===== src/rtl/drsc_pkg.sv =====
// Shared constants for the disk read data synchronizer control block.
`default_nettype none

package drsc_pkg;

  // Register byte offsets on the bus.
  localparam logic [4:0] ADDR_CTRL = 5'h00;
  localparam logic [4:0] ADDR_STATUS = 5'h04;
  localparam logic [4:0] ADDR_IRQ_STATUS = 5'h08;
  localparam logic [4:0] ADDR_IRQ_CLEAR = 5'h0C;
  localparam logic [4:0] ADDR_IRQ_ENABLE = 5'h10;

  // Control register fields and reset value.
  localparam int unsigned CTRL_LONG_DELAY_BIT = 0;
  localparam int unsigned CTRL_ZEROS_PATTERN_BIT = 1;
  localparam logic [1:0] CTRL_RESET = 2'h0;

  // Status register fields.
  localparam int unsigned STAT_READ_MODE_BIT = 0;
  localparam int unsigned STAT_LOCK_BIT = 1;
  localparam int unsigned STAT_FORCED_BIT = 2;
  localparam int unsigned STAT_PHASE_ONLY_BIT = 3;
  localparam int unsigned STAT_HIGH_TRACK_BIT = 4;

  // Interrupt status, clear and enable layout.
  localparam int unsigned IRQ_LOCK_BIT = 0;
  localparam int unsigned IRQ_ABSENT_CLOCK_BIT = 1;
  localparam int unsigned IRQ_READ_END_BIT = 2;
  localparam int unsigned IRQ_W = 3;
  localparam logic [2:0] IRQ_RESET = 3'h0;

  // Read mode entry delays in oscillator cycles, and the preamble length in pulses.
  localparam logic [5:0] DELAY_SHORT_CYC = 6'h01;
  localparam logic [5:0] DELAY_LONG_CYC = 6'h20;
  localparam logic [4:0] PREAMBLE_PULSES = 5'h10;

  // System clock.
  localparam int unsigned MCLK_PERIOD_NS = 10;

endpackage : drsc_pkg

`default_nettype wire


===== src/rtl/drsc_gate_if.sv =====
// Signals between the control core and the pulse gating unit.
`default_nettype none

interface drsc_gate_if;
  logic encPulse;
  logic refRise;
  logic oscRise;
  logic lock;
  logic delayedPulse;
  logic gatedOsc;

  modport ctrl (
    output encPulse,
    output refRise,
    output oscRise,
    output lock,
    input delayedPulse,
    input gatedOsc
  );

  modport gate (
    input encPulse,
    input refRise,
    input oscRise,
    input lock,
    output delayedPulse,
    output gatedOsc
  );
endinterface : drsc_gate_if

`default_nettype wire


===== src/rtl/drsc_top.sv =====
// Read data synchronizer control core with its register slave.
//
// Design decisions made here: the Wishbone interface to the registers and the register offsets.
`default_nettype none

// Function
// - Non-read: read clock is reference halved
// - Non-read: phase-frequency compare on halved clocks
// - Read mode after 1 or 32 oscillator cycles
// - Read mode: loop reference becomes encoded data
// - Before lock: high track rate, phase-frequency
// - Sixteen preamble pulses drive lock output low
// - Lock switches comparator to phase-only
// - Force low: low rate, oscillator clock, decoder
// - Decoded data aligned to read clock
// - Flag missing clock framed by two clocks
// - Window low: reference back, lock released
// - Read end: high rate, outputs initial
// - Data delayed half the reference period
// - Idle muxes: halved reference, halved oscillator
// - Read mode, no lock: data, halved oscillator
// - Locked: feedback is gated oscillator
module drsc_top #(
  parameter int unsigned GATE_CNT_W = 8
) (
  input wire logic mclk,
  input wire logic rst,
  input wire logic referenceClockDoubleRate,
  input wire logic oscillatorClockOut,
  input wire logic readWindowEnable,
  input wire logic rawEncodedIn,
  input wire logic loopLockForceN,
  output logic readClockOut,
  output logic lockFoundN,
  output logic compareRef,
  output logic compareFeedback,
  output logic phaseOnlyMode,
  output logic highTrackRate,
  output logic decodedReadData,
  output logic syncDataOut,
  output logic absentClockBitFlag,
  output logic irq,
  input wire logic wb_cyc_i,
  input wire logic wb_stb_i,
  input wire logic wb_we_i,
  input wire logic [4:0] wb_adr_i,
  input wire logic [3:0] wb_sel_i,
  input wire logic [31:0] wb_dat_i,
  output logic [31:0] wb_dat_o,
  output logic wb_ack_o
);

  typedef struct packed {
    logic refS1;
    logic refS2;
    logic refS3;
    logic oscS1;
    logic oscS2;
    logic oscS3;
    logic dataS1;
    logic dataS2;
    logic dataS3;
    logic rweS1;
    logic rweS2;
    logic forceS1;
    logic forceS2;
    logic refHalf;
    logic oscHalf;
    logic [5:0] dlyCnt;
    logic readMode;
    logic lockInt;
    logic [4:0] pulseCnt;
    logic cellClk;
    logic cellData;
    logic prevData;
    logic lastClk;
    logic lastMissing;
    logic beforeClk;
    logic nrzData;
    logic absentFlag;
    logic syncData;
    logic readClk;
    logic refCmp;
    logic fbCmp;
    logic lowTrack;
    logic [1:0] ctrl;
    logic [2:0] irqStatus;
    logic [2:0] irqEnable;
    logic ack;
    logic [31:0] rdat;
  } drsc_state_t;

  drsc_state_t s_r;
  drsc_state_t s_nxt;

  drsc_gate_if gif ();

  logic refRise;
  logic oscRise;
  logic dataRise;
  logic forced;
  logic cellEnd;
  logic patternHit;
  logic [5:0] delayTarget;
  logic wbReq;
  logic [31:0] statusWord;

  ////////////////////////////////////////////////////////////////////////////////
  // Edge detection on the synchronised pins.

  // Only the second and third stages are compared, never the first.
  assign refRise = s_r.refS2 & ~s_r.refS3;
  assign oscRise = s_r.oscS2 & ~s_r.oscS3;
  assign dataRise = s_r.dataS2 & ~s_r.dataS3;
  assign forced = ~s_r.forceS2;
  assign cellEnd = oscRise & s_r.oscHalf;
  assign delayTarget = s_r.ctrl[drsc_pkg::CTRL_LONG_DELAY_BIT] ? drsc_pkg::DELAY_LONG_CYC
                                                              : drsc_pkg::DELAY_SHORT_CYC;
  // A ones preamble puts pulses in the data slot, a zeros preamble in the clock slot.
  assign patternHit = s_r.ctrl[drsc_pkg::CTRL_ZEROS_PATTERN_BIT] ? (s_r.cellClk & ~s_r.cellData)
                                                                 : (s_r.cellData & ~s_r.cellClk);
  assign wbReq = wb_cyc_i & wb_stb_i & ~s_r.ack;

  always_comb begin
    statusWord = 32'h0000_0000;
    statusWord[drsc_pkg::STAT_READ_MODE_BIT] = s_r.readMode;
    statusWord[drsc_pkg::STAT_LOCK_BIT] = s_r.lockInt;
    statusWord[drsc_pkg::STAT_FORCED_BIT] = forced;
    statusWord[drsc_pkg::STAT_PHASE_ONLY_BIT] = s_r.lockInt;
    statusWord[drsc_pkg::STAT_HIGH_TRACK_BIT] = ~s_r.lowTrack;
  end

  ////////////////////////////////////////////////////////////////////////////////
  // Pulse gating unit.

  assign gif.encPulse = dataRise;
  assign gif.refRise = refRise;
  assign gif.oscRise = oscRise;
  assign gif.lock = s_r.lockInt;

  drsc_pulse_gate #(
    .CNT_W(GATE_CNT_W)
  ) u_gate (
    .mclk(mclk),
    .rst(rst),
    .gif(gif)
  );

  ////////////////////////////////////////////////////////////////////////////////
  // Next state.

  always_comb begin
    s_nxt = s_r;

    s_nxt.refS1 = referenceClockDoubleRate;
    s_nxt.refS2 = s_r.refS1;
    s_nxt.refS3 = s_r.refS2;
    s_nxt.oscS1 = oscillatorClockOut;
    s_nxt.oscS2 = s_r.oscS1;
    s_nxt.oscS3 = s_r.oscS2;
    s_nxt.dataS1 = rawEncodedIn;
    s_nxt.dataS2 = s_r.dataS1;
    s_nxt.dataS3 = s_r.dataS2;
    s_nxt.rweS1 = readWindowEnable;
    s_nxt.rweS2 = s_r.rweS1;
    s_nxt.forceS1 = loopLockForceN;
    s_nxt.forceS2 = s_r.forceS1;

    // Both halved clocks run at all times so the loop never loses its reference.
    if (refRise) begin
      s_nxt.refHalf = ~s_r.refHalf;
    end
    if (oscRise) begin
      s_nxt.oscHalf = ~s_r.oscHalf;
    end

    // Read mode entry, counted in oscillator cycles after the window opens.
    if (!s_r.rweS2) begin
      s_nxt.dlyCnt = 6'h00;
      s_nxt.readMode = 1'b0;
    end else if (!s_r.readMode && oscRise) begin
      s_nxt.dlyCnt = s_r.dlyCnt + 6'h01;
      if (s_r.dlyCnt + 6'h01 >= delayTarget) begin
        s_nxt.readMode = 1'b1;
      end
    end

    // Slot capture: clock slot while oscHalf is low, data slot while high.
    if (cellEnd) begin
      s_nxt.cellClk = 1'b0;
      s_nxt.cellData = 1'b0;
    end
    if (gif.delayedPulse && s_r.readMode) begin
      if (s_r.oscHalf) begin
        s_nxt.cellData = 1'b1;
      end else begin
        s_nxt.cellClk = 1'b1;
      end
    end

    // Preamble detection runs only before lock, in read mode.
    if (cellEnd && s_r.readMode && !s_r.lockInt) begin
      if (patternHit) begin
        s_nxt.pulseCnt = s_r.pulseCnt + 5'h01;
        if (s_r.pulseCnt + 5'h01 >= drsc_pkg::PREAMBLE_PULSES) begin
          s_nxt.lockInt = 1'b1;
        end
      end else begin
        s_nxt.pulseCnt = 5'h00;
      end
    end

    // Decoder: data slot gives the bit, the clock slot is checked for omissions.
    if (cellEnd && s_r.readMode && forced) begin
      s_nxt.nrzData = s_r.cellData;
      s_nxt.prevData = s_r.cellData;
      s_nxt.absentFlag = s_r.beforeClk & s_r.lastMissing & s_r.cellClk;
      s_nxt.beforeClk = s_r.lastClk;
      s_nxt.lastClk = s_r.cellClk;
      s_nxt.lastMissing = ~s_r.cellClk & ~s_r.prevData & ~s_r.cellData;
    end

    // Synchronised data leaves only while reading.
    s_nxt.syncData = gif.delayedPulse & s_r.readMode;

    // Closing the window puts the lock, decoder and data pulse outputs back to their idle values.
    if (!s_r.rweS2) begin
      s_nxt.lockInt = 1'b0;
      s_nxt.pulseCnt = 5'h00;
      s_nxt.nrzData = 1'b0;
      s_nxt.absentFlag = 1'b0;
      s_nxt.prevData = 1'b0;
      s_nxt.lastClk = 1'b0;
      s_nxt.lastMissing = 1'b0;
      s_nxt.beforeClk = 1'b0;
      s_nxt.cellClk = 1'b0;
      s_nxt.cellData = 1'b0;
      s_nxt.syncData = 1'b0;
    end

    // The rate stays high until forced, and returns high when the window closes.
    s_nxt.lowTrack = forced & s_r.rweS2;

    // Read clock: halved reference until forced, then the halved oscillator.
    // Decoded data changes at the falling read clock, so it is stable at the rising one.
    s_nxt.readClk = s_nxt.lowTrack ? s_nxt.oscHalf : s_nxt.refHalf;

    // Comparator reference and feedback selection.
    s_nxt.refCmp = s_nxt.readMode ? s_r.dataS2 : s_nxt.refHalf;
    if (s_nxt.lockInt) begin
      s_nxt.fbCmp = gif.gatedOsc;
    end else begin
      s_nxt.fbCmp = s_nxt.oscHalf;
    end

    // Bus writes; the clear is applied before events so an event in the same cycle wins.
    s_nxt.ack = wbReq;
    // Writes land on the edge at which the master samples ack, while its request still stands.
    if (s_r.ack && wb_cyc_i && wb_stb_i && wb_we_i && wb_sel_i[0]) begin
      case (wb_adr_i)
        drsc_pkg::ADDR_CTRL: begin
          s_nxt.ctrl = wb_dat_i[1:0];
        end
        drsc_pkg::ADDR_IRQ_CLEAR: begin
          s_nxt.irqStatus = s_r.irqStatus & ~wb_dat_i[drsc_pkg::IRQ_W-1:0];
        end
        drsc_pkg::ADDR_IRQ_ENABLE: begin
          s_nxt.irqEnable = wb_dat_i[drsc_pkg::IRQ_W-1:0];
        end
        default: begin
        end
      endcase
    end
    if (s_nxt.lockInt && !s_r.lockInt) begin
      s_nxt.irqStatus[drsc_pkg::IRQ_LOCK_BIT] = 1'b1;
    end
    if (s_nxt.absentFlag && !s_r.absentFlag) begin
      s_nxt.irqStatus[drsc_pkg::IRQ_ABSENT_CLOCK_BIT] = 1'b1;
    end
    if (s_r.readMode && !s_nxt.readMode) begin
      s_nxt.irqStatus[drsc_pkg::IRQ_READ_END_BIT] = 1'b1;
    end

    // Bus reads; unmapped and write-only offsets read as zero.
    s_nxt.rdat = 32'h0000_0000;
    if (wbReq && !wb_we_i) begin
      case (wb_adr_i)
        drsc_pkg::ADDR_CTRL: begin
          s_nxt.rdat = {30'h0000_0000, s_r.ctrl};
        end
        drsc_pkg::ADDR_STATUS: begin
          s_nxt.rdat = statusWord;
        end
        drsc_pkg::ADDR_IRQ_STATUS: begin
          s_nxt.rdat = {29'h0000_0000, s_r.irqStatus};
        end
        drsc_pkg::ADDR_IRQ_ENABLE: begin
          s_nxt.rdat = {29'h0000_0000, s_r.irqEnable};
        end
        default: begin
          s_nxt.rdat = 32'h0000_0000;
        end
      endcase
    end
  end

  ////////////////////////////////////////////////////////////////////////////////
  // State register.

  always_ff @(posedge mclk) begin
    if (rst) begin
      s_r <= '0;
    end else begin
      s_r <= s_nxt;
    end
  end

  ////////////////////////////////////////////////////////////////////////////////
  // Outputs.

  assign readClockOut = s_r.readClk;
  assign lockFoundN = ~s_r.lockInt;
  assign compareRef = s_r.refCmp;
  assign compareFeedback = s_r.fbCmp;
  assign phaseOnlyMode = s_r.lockInt;
  assign highTrackRate = ~s_r.lowTrack;
  assign decodedReadData = s_r.nrzData;
  assign syncDataOut = s_r.syncData;
  assign absentClockBitFlag = s_r.absentFlag;
  assign irq = |(s_r.irqStatus & s_r.irqEnable);
  assign wb_dat_o = s_r.rdat;
  assign wb_ack_o = s_r.ack;

endmodule // drsc_top

`default_nettype wire


===== src/rtl/drsc_pulse_gate.sv =====
// Pulse gating unit: half reference period data delay and oscillator gating.
`default_nettype none

module drsc_pulse_gate #(
  parameter int unsigned CNT_W = 8
) (
  input wire logic mclk,
  input wire logic rst,
  drsc_gate_if.gate gif
);

  typedef struct packed {
    logic [CNT_W-1:0] sinceRef;
    logic [CNT_W-1:0] halfPer;
    logic [CNT_W-1:0] dly;
    logic busy;
    logic delayedPulse;
    logic armed;
    logic gatedOsc;
  } drsc_gate_state_t;

  drsc_gate_state_t s_r;
  drsc_gate_state_t s_nxt;

  ////////////////////////////////////////////////////////////////////////////////

  always_comb begin
    s_nxt = s_r;
    s_nxt.delayedPulse = 1'b0;
    s_nxt.gatedOsc = 1'b0;
    // The delay tracks the measured reference period, so it needs no trimming.
    if (gif.refRise) begin
      s_nxt.sinceRef = {{(CNT_W-1){1'b0}}, 1'b1};
      s_nxt.halfPer = {1'b0, s_r.sinceRef[CNT_W-1:1]};
    end else if (s_r.sinceRef != {CNT_W{1'b1}}) begin
      s_nxt.sinceRef = s_r.sinceRef + {{(CNT_W-1){1'b0}}, 1'b1};
    end
    if (s_r.busy) begin
      if (s_r.dly <= {{(CNT_W-1){1'b0}}, 1'b1}) begin
        s_nxt.busy = 1'b0;
        s_nxt.delayedPulse = 1'b1;
      end else begin
        s_nxt.dly = s_r.dly - {{(CNT_W-1){1'b0}}, 1'b1};
      end
    end
    if (gif.encPulse) begin
      s_nxt.busy = 1'b1;
      s_nxt.dly = (s_r.halfPer == '0) ? {{(CNT_W-1){1'b0}}, 1'b1} : s_r.halfPer;
    end
    // An oscillator edge passes only after a data pulse was sensed.
    if (gif.lock && gif.oscRise && s_r.armed) begin
      s_nxt.gatedOsc = 1'b1;
      s_nxt.armed = 1'b0;
    end else if (!gif.lock) begin
      s_nxt.armed = 1'b0;
    end
    if (s_nxt.delayedPulse && gif.lock) begin
      s_nxt.armed = 1'b1;
    end
  end

  always_ff @(posedge mclk) begin
    if (rst) begin
      s_r <= '0;
    end else begin
      s_r <= s_nxt;
    end
  end

  assign gif.delayedPulse = s_r.delayedPulse;
  assign gif.gatedOsc = s_r.gatedOsc;

endmodule // drsc_pulse_gate

`default_nettype wire


===== config.mk =====
export PLATFORM = sky130hd
export DESIGN_NAME = drsc_top
export DESIGN_NICKNAME = d
export VERILOG_FILES = /design/src/rtl/drsc_pkg.sv /design/src/rtl/drsc_gate_if.sv /design/src/rtl/drsc_top.sv /design/src/rtl/drsc_pulse_gate.sv
export SDC_FILE = /design/constraint.sdc
export NUM_CORES = 1
export LEC_CHECK = 0
export ABC_AREA = 1
export BUFFER_PORTS_ARGS = -buffer_cell sky130_fd_sc_hd__buf_2
export CAP_MARGIN = 0
export CELL_PAD_IN_SITES_DETAIL_PLACEMENT = 1
export CELL_PAD_IN_SITES_GLOBAL_PLACEMENT = 1
export CORE_MARGIN = 5
export CORE_UTILIZATION = 34
export CTS_CLUSTER_SIZE = 12
export DETAILED_ROUTE_END_ITERATION = 16
export MAX_ROUTING_LAYER = met4
export PLACE_DENSITY = 0.84
export SYNTH_ARGS = -nofsm -noshare
export SYNTH_HDL_FRONTEND = slang
export SYNTH_SLANG_ARGS = --single-unit

===== constraint.sdc =====
create_clock -name mclk -period 1.7 [get_ports mclk]
set_clock_uncertainty 0.2 [all_clocks]
set_input_delay 0.255 -clock mclk [delete_from_list [all_inputs] [get_ports mclk]]
set_output_delay 0.255 -clock mclk [all_outputs]
set_load 0.01 [all_outputs]

Word level (Yosys, flattened, before mapping)
Cells that the tools add are included.
{"block": "totals", "latch_bits": 0, "rom_bits": 0, "out_inout_bits": 43, "memories": 0, "ramBits": 0, "ff_bits": 108, "input_bits": 51}
{"block": "classes", "n_reduce_logical": 41, "div_mod_pow": 0, "muxes": 38, "n_lt_le_gt_ge": 3, "shifts": 0, "add_sub_neg": 4, "mul": 0, "n_eq_ne": 7, "bitwise": 31}
{"op": "2-to-1 mux 6 bit", "count": 4}
{"op": "2-to-1 mux 1 bit", "count": 22}
{"op": "case mux 5 bit (4 select lines)", "count": 1}
{"op": "logical AND 1 bit", "count": 16}
{"op": "nonzero test 2 bit", "count": 8}
{"op": "2-to-1 mux 15 bit", "count": 1}
{"op": "AND 1 bit", "count": 14}
{"op": "inverter 1 bit", "count": 14}
{"op": "AND reduction 2 bit", "count": 6}
{"op": "equality test 5 x 4 -> 1 bit, second input constant", "count": 2}
{"op": "2-to-1 mux 10 bit", "count": 1}
{"op": "2-to-1 mux 9 bit", "count": 1}
{"op": "adder 8 x 1 -> 8 bit, second input constant", "count": 1}
{"op": "<= comparator 8 x 1 -> 1 bit, second input constant", "count": 1}
{"op": "zero test 8 bit", "count": 1}
{"op": "2-to-1 mux 8 bit", "count": 1}
{"op": "!= test 8 bit, second input constant", "count": 1}
{"op": "subtractor 8 x 1 -> 8 bit, second input constant", "count": 1}
{"op": "2-to-1 mux 7 bit", "count": 1}
{"op": "adder 6 x 1 -> 6 bit, second input constant", "count": 1}
{"op": "AND 3 bit", "count": 2}
{"op": "greater-or-equal comparator 6 bit", "count": 1}
{"op": "2-to-1 mux 2 bit", "count": 3}
{"op": "2-to-1 mux 3 bit", "count": 2}
{"op": "other kinds (12)", "count": 18}

Logic depth before layout (Yosys ltp)
Gate-level depths: netlist of run 1.
{"block": "logic_depth", "depth_word": 10, "mapped_depth": 13, "mapped_depth_nobuf": 13}

Cells and area by module
From an unflattened synthesis of run 1, not the netlist that was laid out.
{"block": "hier_totals", "cells_unflattened": 529, "hier_area_um2": 3896.2}
{"module": "drsc_top", "area_each_um2": 2504.9, "seq_area_each_um2": 1081.0, "instances": 1, "cells_each": 325}
{"module": "drsc_pulse_gate", "area_each_um2": 1391.3, "seq_area_each_um2": 540.5, "instances": 1, "cells_each": 204}

Worst setup path before layout of run 1
Ideal clock, no wire load.
{"block": "synth_timing", "path_type": "register -> register", "startpoint": "register s_r[63] (netlist name)", "endpoint": "register s_r, in the netlist compareRef", "slack_ns": -0.024, "n_path_buf": 0, "required_ns": 1.383, "path_stages_with_launch": 11, "t_arrival_ns": 1.407, "setup_time_ns": 0.117, "synth_period_minus_slack_ns": 1.724, "cell_sequence": "dfxtp_1 -> inv_2 -> nor3_1 -> xor2_1 -> ha_1 -> nand2_1 -> nand2_1 -> nand2_1 -> nand2_1 -> nand2_1 -> a21oi_1"}
{"block": "synth_between", "elab_chain_len": 6}
{"item": "start, declared", "line": "drsc_top.sv:93", "text": "drsc_state_t s_r;"}
{"item": "start signal, assigned", "line": "drsc_top.sv:314", "text": "s_r <= s_nxt;"}
{"item": "adder 6 x 1 -> 6 bit", "line": "drsc_top.sv:183", "text": "if (s_r.dlyCnt + 6'h01 >= delayTarget) begin"}
{"item": "greater-or-equal comparator 6 bit", "line": "drsc_top.sv:183"}
{"item": "2-to-1 mux 1 bit", "line": "drsc_top.sv:183"}
{"item": "2-to-1 mux 1 bit", "line": "drsc_top.sv:181", "text": "end else if (!s_r.readMode && oscRise) begin"}
{"item": "2-to-1 mux 1 bit", "line": "drsc_top.sv:178", "text": "if (!s_r.rweS2) begin"}
{"item": "2-to-1 mux 1 bit", "line": "drsc_top.sv:249", "text": "s_nxt.refCmp = s_nxt.readMode ? s_r.dataS2 : s_nxt.refHalf;"}
Every way passes these cells.
A chain may end at the register's enable or synchronous reset.

Worst setup path after layout of run 1
{"block": "layout_timing", "startpoint": "register s_r[61] (netlist name)", "endpoint": "register s_r, in the netlist compareRef"}
Same word-level chain as after synthesis.

==> flow_metrics.tcl, run 1 <==
set metrics [dict create \
    dp_cells 668 \
    cp_top_family "simple AND/OR/NAND/NOR gates" \
    regToRegSetupSlack_ns -0.14 \
    required_ns 1.75 \
    clk_latency_ns 0.36 \
    synth_area_leader_cell "dfxtp_1" \
    status "finished, violations left" \
    final_area_um2 4680 \
    drt-pass1-iter-count 4 \
    cts_root_buf "clkbuf_8" \
    post-route-period-util_pct 109 \
    worst_slack_ns -0.145 \
    stdcell_count 702 \
    diodes 0 \
    cts.sinks 81 \
    maxCapViolCount 0 \
    fmax_mhz 542 \
    grt_use_total_pct 15.0 \
    drive_gt1_share_pct 29.5 \
    critPathLaunchType "flop" \
    reg2reg_from "s_r[61]" \
    initial_core_util_pct 34.4 \
    crit_arrival_ns 1.89 \
    avgRoutedWirePerCell_um 13.6 \
    vias_per_cell 4.70 \
    path_clk_slew_ns 0.09 \
    drv_slew 0 \
    fin_crit_ns 1.84 \
    nNetsFinal 616 \
    synth-main-ff-cell "dfxtp_1" \
    vias 3301 \
    grt_max_degree 18 \
    first_global_vias 3407 \
    critPathKind "reg2reg" \
    first_iter_violations 132 \
    netlist_instances 482 \
    crit_top_cell "nand2_1" \
    worstRegToRegCells 10 \
    grt_pass1_wl_um 15300 \
    hold_class "in2reg" \
    routed_wl_um 9560 \
    power.density_nw_per_um2 820 \
    crit_fanout 5 \
    die_x_um 114 \
    placed_area_um2 4040 \
    syn_to_final_growth_pct 27.3 \
    ir_drop_uv 333 \
    synth.avg_cell_area_um2 7.63 \
    dp_hpwl_um 6900 \
    antenna_found_initial 0 \
    cp_cell_sequence "nand3_4 > nor3_4 > xor2_1 > ha_1 > nand2_1 > nand2_1 > nand2_1 > nand2_1 > nand2_2 > a21oi_1" \
    synth_edf_count 0 \
    cts_max_path_buffers 2 \
    h-tree-depth 3 \
    hold_violations 0 \
    postRouteAntennaNets 0 \
    min_path_cells 3 \
    port_buffers 34 \
    die_h_um 114 \
    cp_num_buf_inv 0 \
    ios 94 \
    p_leak_nw 2.02 \
    rows 38 \
    critPathSlowestCell "dfxtp_4" \
    setup_viol 2 \
    hold_ws_ns 0.0219 \
    worstHoldEndpoint "wb_dat_o[2]" \
    synth_top_area_share_pct 44.1 \
    overflow 0 \
    min_from "wb_adr_i[4]" \
    drc 0 \
    dieArea_um2 13000 \
    violations "negative setup slack" \
    reg2reg_to "compareRef" \
    async_flop_share_pct 0 \
    cts_buffers 9 \
    crit_path_max_incr_delay_ns 0.41 \
    yosysUniqueCellTypes 42 \
    ys_seq_area_share_pct 44.1 \
    core_area_um2 10700 \
    ys_top_cells_by_area "dfxtp_1 44%, buf_4 6.5%, nor2_1 6.1%, inv_1 6.0%, nand2_1 5.8%" \
    yosys_warnings 0 \
    synth_seq_cells 81 \
    crit_path_end_kind "flop" \
    rsz0062_at_grt "true" \
    cts_tree "built" \
    gp_congestion 0.838 \
    netlist_area_um2 3680 \
]
[cells in the final DEF, fill, tap and decap left out, drive strengths merged, types with 5 or more instances in the layout]
cell type,synthesis,final
buf,36,67
nor3,13,13
xor2,7,7
o21ai,40,40
a31oi,5,5
dfxtp,81,81
nand2,59,59
dlygate4sd3,0,10
nor2,71,71
clkbuf,3,11
a21oi,31,31
nand3,19,19
ha,8,8
inv,77,79
conb,1,27
nand4,8,8
[repair_timing]
item                                    CTS  global route
hold endpoints to repair                 11             0
endpoints found under the setup margin   16            29
buffers inserted                          2             7
hold buffers                             10             0
pin swaps                                 6            18
gates resized for setup                  16            54
[flip-flops by register name, indices dropped and copies added, names as in the netlist]
name,cells
u_gate.s_r,25
u_gate.gif.gatedOsc,1
compareRef,1
phaseOnlyMode,1
compareFeedback,1
decodedReadData,1
wb_ack_o,1
s_r,33
syncDataOut,1
readClockOut,1
wb_dat_o,5
u_gate.gif.delayedPulse,1
s_nxt,8
absentClockBitFlag,1
[stage by stage]
step / TNS (ns) / total power, mW / util [%] / setup WS, ns
floorplan: 0 / 2.25 / - / 0.0270
global placement: -0.121 / 2.30 / 37.8 / -0.0728
detailed placement: -0.576 / 2.32 / 37.8 / -0.177
CTS: -0.173 / 3.86 / 41.4 / -0.107
global route: -0.458 / 4.01 / 43.8 / -0.232
finish: -0.247 / 3.84 / 43.8 / -0.145
[metal layers]
metal	GRT usage, %	wire length, um	vias up
li1	-	-	1641
met1	16.4	3880	1583
met2	26.6	5080	54
met3	3.61	377	23
met4	4.99	229	0
met5	-	0	-
[tightest hold or removal path, delay by kind of cell]
family | cells | cell delay [ns]
AND/OR/NAND/NOR | 1 | 0.09
buffers and inverters | 1 | 0.12
AO/OA/AOI/OAI | 1 | 0.09
[power breakdown]
part           switching (mW)  internal (mW)
Clock                   0.729          0.766
Combinational           0.223          0.142
Sequential             0.0385           1.94
Total                   0.990           2.85
[synthesized netlist by cell type (2+ instances only)]
| cell | count |
|---|---|
| nand3_1 | 18 |
| a21oi_1 | 31 |
| dfxtp_1 | 81 |
| o21ai_0 | 26 |
| nor2_1 | 60 |
| o21a_1 | 2 |
| clkbuf_1 | 3 |
| ha_1 | 8 |
| nor2_4 | 2 |
| buf_1 | 2 |
| buf_2 | 2 |
| xor2_1 | 7 |
| buf_4 | 32 |
| o22ai_1 | 3 |
| nand4_1 | 8 |
| nor2_2 | 9 |
| a31oi_1 | 5 |
| o32ai_1 | 3 |
| nor4_1 | 3 |
| a22oi_1 | 2 |
| nand2_1 | 57 |
| nor3_1 | 12 |
| o21ai_1 | 12 |
| inv_1 | 59 |
| inv_2 | 18 |
[cells by family (layout without fill, tap and decap cells)]
group / Yosys count / after routing / share of synthesized area (%)
adder cells (fa/ha/maj): 8 / 8 / 2.72
other: 1 / 27 / 0.102
flip-flops: 81 / 81 / 44.1
AO/OA/AOI/OAI: 92 / 92 / 14.3
AND/OR/NAND/NOR: 175 / 175 / 21.6
XOR/XNOR: 8 / 8 / 1.91
buffers and inverters: 117 / 171 / 15.3
[worst max path at each step]
stage             from         end  slack (ns)  depth (start not counted)
3_3_place_gp   s_r[65]  compareRef       -0.07                         10
2_1_floorplan  s_r[64]  compareRef        0.03                         10
6_report       s_r[61]  compareRef       -0.14                         10
5_1_grt        s_r[61]  compareRef       -0.23                         10
3_5_place_dp   s_r[62]  compareRef       -0.18                         10
4_1_cts        s_r[61]  compareRef       -0.11                         13
[area by class of cell]
| class | count | area [um^2] |
|---|---|---|
| Fill cell | 1304 | 6020 |
| Clock buffer | 11 | 151 |
| Clock inverter | 5 | 62.6 |
| Timing Repair Buffer | 77 | 528 |
| Inverter | 78 | 300 |
| Multi-Input combinational cell | 310 | 1810 |
| Tap cell | 140 | 175 |
| Sequential cell | 81 | 1650 |
Power figures use the tool's default switching activity.
==> inputs of run 2 (changes only) <==
CORE_UTILIZATION = 35   (was 34)
PLACE_DENSITY = 0.83   (was 0.84)
clock period = 1.8 ns   (was 1.7 ns; I/O delays follow)
==> flow_metrics.tcl, run 2 (same netlist as run 1, synthesis figures left out) <==
set metrics [dict create \
    status "finished, violations left" \
    violations "negative setup slack" \
    vias 3238 \
    crit_arrival_ns 1.89 \
    mostFrequentLayoutCells "74 x dfxtp_1, 59 x inv_1, 57 x nor2_1" \
    drive_gt1_share_pct 23.0 \
    final_area_um2 4400 \
    min_path_cells 3 \
    die_h_um 112 \
    fillers 1297 \
    overflow 0 \
    cts.sinks 81 \
    endpoint "compareRef" \
    regToRegSetupSlack_ns -0.04 \
    postRouteAntennaNets 0 \
    critPathLaunchType "flop" \
    port_buffers 34 \
    crit_fanout 4 \
    first_iter_violations 100 \
    initial_core_util_pct 35.8 \
    layout_commonest_cell "dfxtp_1" \
    drc 0 \
    h-tree-depth 3 \
    fin_crit_ns 1.84 \
    post-route-period-util_pct 102 \
    dp_hpwl_um 6820 \
    power.density_nw_per_um2 831 \
    syn_to_final_growth_pct 19.8 \
    nNetsFinal 602 \
    cts_root_buf "clkbuf_8" \
    antenna_found_initial 0 \
    drv_slew 0 \
    hold_class "in2reg" \
    largest_reg_flops 33 \
    grt_pass1_wl_um 15500 \
    cts_tree "built" \
    p_seq_share_pct 51.0 \
    clk_latency_ns 0.36 \
    reg2reg_from "s_r[65]" \
    design_power_total_mw 3.66 \
    path_clk_slew_ns 0.08 \
    critPathKind "reg2reg" \
    cp-startpoint "s_r[65]" \
    placed_area_um2 3970 \
    power_frac_comb_pct 8.6 \
    worstRegToRegCells 10 \
    hold_violations 0 \
    p_leak_nw 1.91 \
    routed_wl_um 9210 \
    ios 94 \
    first_global_vias 3470 \
    required_ns 1.84 \
    grt_max_degree 15 \
    cts_buffers 9 \
    reg2reg_to "compareRef" \
    internal_power_mw 2.77 \
    fmax_mhz 542 \
    worst_slack_ns -0.0446 \
    ir_drop_uv 477 \
    setup_viol 2 \
    drt-pass1-iter-count 6 \
    rows 37 \
    dp_slack_ns -0.0640 \
    p_clk_share_pct 40.4 \
    gp_congestion 0.831 \
    crit_path_end_kind "flop" \
    top_register "s_r" \
    switching_share_pct 24.2 \
    grt_use_total_pct 15.2 \
    p_sw_uw 886 \
    diodes 0 \
    dieArea_um2 12700 \
    hold_ws_ns 0.0201 \
    avgRoutedWirePerCell_um 13.5 \
    maxCapViolCount 0 \
    cts_max_path_buffers 2 \
    die_x_um 112 \
    core_area_um2 10300 \
    vias_per_cell 4.73 \
    rsz0062_at_grt "true" \
]
-- run 2: layout make-up --
cell class | instances | area, um^2 | share of cell area (%)
clock inverter | 4 | 76.3 | 1.73
multi-input combinational | 310 | 1670 | 37.9
inverter | 78 | 295 | 6.71
tap | 136 | 170 | 3.86
sequential | 81 | 1640 | 37.1
timing repair buffer | 63 | 410 | 9.32
clock buffer | 12 | 145 | 3.30
-- run 2: repair_timing --
item                       in CTS  in global routing
hold buffers                    9                  0
setup endpoints to repair       4                 17
hold endpoints to repair        9                  0
pin swaps                       1                  9
buffers inserted                0                  3
resized for setup               5                 25
-- run 2: power groups by stage --
| stage | clock [mW] | sequential [mW] | combinational, mW |
|---|---|---|---|
| after floorplan | 0 | 1.90 | 0.225 |
| after global placement | 0 | 1.91 | 0.263 |
| after detailed placement | 0 | 1.91 | 0.276 |
| after CTS | 1.52 | 1.87 | 0.295 |
| after global routing | 1.60 | 1.87 | 0.352 |
| final | 1.48 | 1.87 | 0.313 |
-- run 2: how the worst min path moves through the flow --
| stage | start | end |
|---|---|---|
| floorplan | loopLockForceN | s_nxt[69] |
| global placement | s_nxt[77] | s_nxt[76] |
| detailed placement | s_nxt[69] | s_r[69] |
| CTS | wb_adr_i[4] | wb_dat_o[2] |
| global route | wb_dat_i[0] | s_r[39] |
| finish | wb_dat_i[0] | s_r[39] |
-- run 2: metal layers --
metal  vias up  track usage, %  part of all wire [%]  wire (um)
li1       1615               -                     -          -
met1      1555            15.9                    41       3780
met2        55            27.8                    53       4870
met3        13            3.67                   4.4        403
met4         0            4.89                   1.7        157
met5         -               -                     0          0
-- run 2: metrics by stage --
step,std cells,util (%),TNS (ns)
3_5_place_dp,656,38.7,-0.119
6_report,684,42.8,-0.0683
5_1_grt,684,42.8,-0.571
2_1_floorplan,508,-,0
3_3_place_gp,656,38.7,0
4_1_cts,681,41.8,0
-- run 2: critical path, cell delays in order, from the launching register on --
cell and delay [ns]:
dfxtp_4 0.38, nand3_4 0.08, nor3_4 0.19, xor2_1 0.21, ha_1 0.27, nand2_1 0.07, nand2_1 0.06, nand2_2 0.08
nand2_2 0.06, nand2_2 0.09, a21oi_2 0.05
==> inputs of run 3 (changes only) <==
ABC_AREA = unset   (was 1)
PLACE_DENSITY = 0.81   (was 0.83)
==> flow_metrics.tcl, run 3 <==
set metrics [dict create \
    final_area_um2 4440 \
    drc 0 \
    crit_path_end_kind "flop" \
    cp_num_buf_inv 0 \
    diodes 0 \
    clk_latency_ns 0.35 \
    critPathSlowestCell "dfxtp_2" \
    synth_compound_area_share_pct 12.7 \
    ys_seq_area_share_pct 44.2 \
    nNetsFinal 543 \
    cts_max_path_buffers 2 \
    ios 94 \
    dp_hpwl_um 6760 \
    cts_tree "built" \
    grt_max_degree 27 \
    synth_top_family_by_area "simple AND/OR/NAND/NOR gates" \
    design_power_total_mw 3.39 \
    dieArea_um2 12600 \
    setup_viol 2 \
    power.density_nw_per_um2 763 \
    netlist_instances 410 \
    avgRoutedWirePerCell_um 14.9 \
    dp_cells 595 \
    crit_fanout 3 \
    post-route-period-util_pct 112 \
    largest_reg_flops 33 \
    cts_root_buf "clkbuf_8" \
    initial_core_util_pct 35.7 \
    die_x_um 112 \
    violations "negative setup slack" \
    synth_edf_count 0 \
    yosysUniqueCellTypes 57 \
    status "finished, violations left" \
    stdcell_count 625 \
    grt_pass1_wl_um 15500 \
    synth_xor_area_share_pct 3.82 \
    layout_commonest_cell "dfxtp_1" \
    required_ns 1.86 \
    critPathKind "reg2reg" \
    synth.avg_cell_area_um2 8.94 \
    first_global_vias 3250 \
    postRouteAntennaNets 0 \
    crit_path_max_incr_delay_ns 0.36 \
    syn_to_final_growth_pct 21.1 \
    first_iter_violations 141 \
    yosys-mux-area-fraction_pct 3.99 \
    core_area_um2 10300 \
    cts_buffers 9 \
    synth_area_leader_cell "dfxtp_1" \
    synth-simple-area-share_pct 22.9 \
    ys_top_cells_by_area "dfxtp_1 44%, buf_4 6.6%, nor2_1 4.6%, a21oi_1 4.2%, mux2i_1 3.3%" \
    synth-main-ff-cell "dfxtp_1" \
    drive_gt1_share_pct 23.9 \
    antenna_found_initial 0 \
    vias 3072 \
    rows 37 \
    crit_arrival_ns 2.08 \
    synth_top_area_share_pct 44.2 \
    mostFrequentLayoutCells "74 x dfxtp_1, 44 x nor2_1, 38 x buf_4" \
    maxCapViolCount 0 \
    top_register "s_r" \
    yosys_warnings 0 \
    max_slew_margin_pct 65.8 \
    cp_cell_sequence "and4_4 > nand2_2 > xnor2_2 > ha_1 > nand3b_1 > a21oi_2 > nand2_2 > a221oi_2" \
    drt-pass1-iter-count 4 \
    async_flop_share_pct 0 \
    drv_slew 0 \
    cts.sinks 81 \
    p_leak_nw 1.80 \
    die_h_um 112 \
    vias_per_cell 4.92 \
    synth_fa_ha_area_share_pct 2.73 \
    netlist_area_um2 3670 \
    synth_seq_cells 81 \
    h-tree-depth 3 \
    gp_congestion 0.779 \
    fmax_mhz 495 \
    crit_top_cell "nand2_2" \
    rsz0062_at_grt "true" \
    path_clk_slew_ns 0.09 \
    fin_crit_ns 2.02 \
    regToRegSetupSlack_ns -0.22 \
    worst_slack_ns -0.221 \
    worst_slew_pin_slew_ns 0.511 \
    grt_use_total_pct 15.3 \
    hold_class "in2reg" \
    critPathLaunchType "flop" \
    overflow 0 \
    cp_top_family "simple AND/OR/NAND/NOR gates" \
    ir_drop_uv 345 \
    yosysMostFrequentCell "dfxtp_1" \
    routed_wl_um 9320 \
    placed_area_um2 4080 \
    hold_violations 0 \
    ys_top_cells_by_count "81 x dfxtp_1, 45 x nor2_1, 32 x buf_4" \
    port_buffers 34 \
]
## run 3: cell types whose count changed in the layout (fill, tap and decap cells not counted), moves of 14 or more
cell / delta
buf_4: +18
inv_1: -45
inv_2: -17
nand2_1: -24
nor2b_1: +17
o21ai_0: -14
## run 3: path summary, 6_finish.rpt
check,startpoint,end,depth (start not counted)
worst max-delay path,s_r[61],compareRef,8
worst min-delay path,wb_dat_i[1],s_r[40],3
worst max register to register,s_r[61],compareRef,8
worst min register to register,s_r[41],wb_dat_o[4],1
## run 3: cell families (layout without fill, tap and decap cells)
| logic type | Yosys count | count (layout) |
|---|---|---|
| adder cells (fa/ha/maj) | 8 | 8 |
| AO/OA/AOI/OAI | 73 | 73 |
| flip-flops | 81 | 81 |
| other | 1 | 27 |
| AND/OR/NAND/NOR | 158 | 158 |
| buffers and inverters | 59 | 112 |
| XOR/XNOR | 16 | 16 |
| multiplexers | 14 | 14 |
## run 3: stage by stage
| stage | hold WS (ns) | worst slack [ns] | setup TNS, ns | utilization [%] |
|---|---|---|---|---|
| global placement | 0.199 | -0.0821 | -0.0821 | 39.7 |
| global route | 0.0405 | -0.300 | -0.429 | 43.2 |
| finish | 0.0206 | -0.221 | -0.288 | 43.2 |
| floorplan | 0.153 | -0.0547 | -0.0547 | - |
| detailed placement | 0.217 | -0.195 | -0.240 | 39.7 |
| CTS | 0.00717 | -0.206 | -0.276 | 42.6 |
## run 3: layout make-up
| type | count | area [um^2] |
|---|---|---|
| multi-input cells | 296 | 1850 |
| clock inverters | 7 | 53.8 |
| clock buffers | 9 | 124 |
| flip-flops and latches | 81 | 1630 |
| well taps | 136 | 170 |
| repair buffers | 82 | 556 |
| inverters | 14 | 52.6 |
| fillers | 1225 | 5840 |
## run 3: worst reg2reg max path, delay by kind of cell, from the launching register on
| family | cells | cell delay [ns] |
|---|---|---|
| flops | 1 | 0.36 |
| simple gates | 4 | 0.49 |
| fa+ha+maj | 1 | 0.29 |
| xor+xnor | 1 | 0.14 |
| compound gates | 2 | 0.45 |
## run 3: repair_timing
action / CTS / global route
pin swaps: 1 / 7
setup endpoints to repair: 3 / 11
setup buffers: 2 / 2
endpoints found under the hold margin: 9 / 0
hold buffers: 10 / 0
resized for setup: 3 / 12
## run 3: metal layers
metal | up-vias | global-route usage [%] | part of all wire [%]
met5 | - | - | 0
met4 | 0 | 3.13 | 1.1
met3 | 12 | 3.56 | 3.5
met2 | 50 | 27.9 | 54
met1 | 1496 | 17.1 | 41
li1 | 1514 | - | -
## run 3: power breakdown
part | total, mW | leakage, nW | internal, mW | switching, mW
clock | 1.21 | 0.0827 | 0.512 | 0.701
sequential | 1.86 | 0.660 | 1.83 | 0.0319
combinational | 0.313 | 1.05 | 0.138 | 0.174
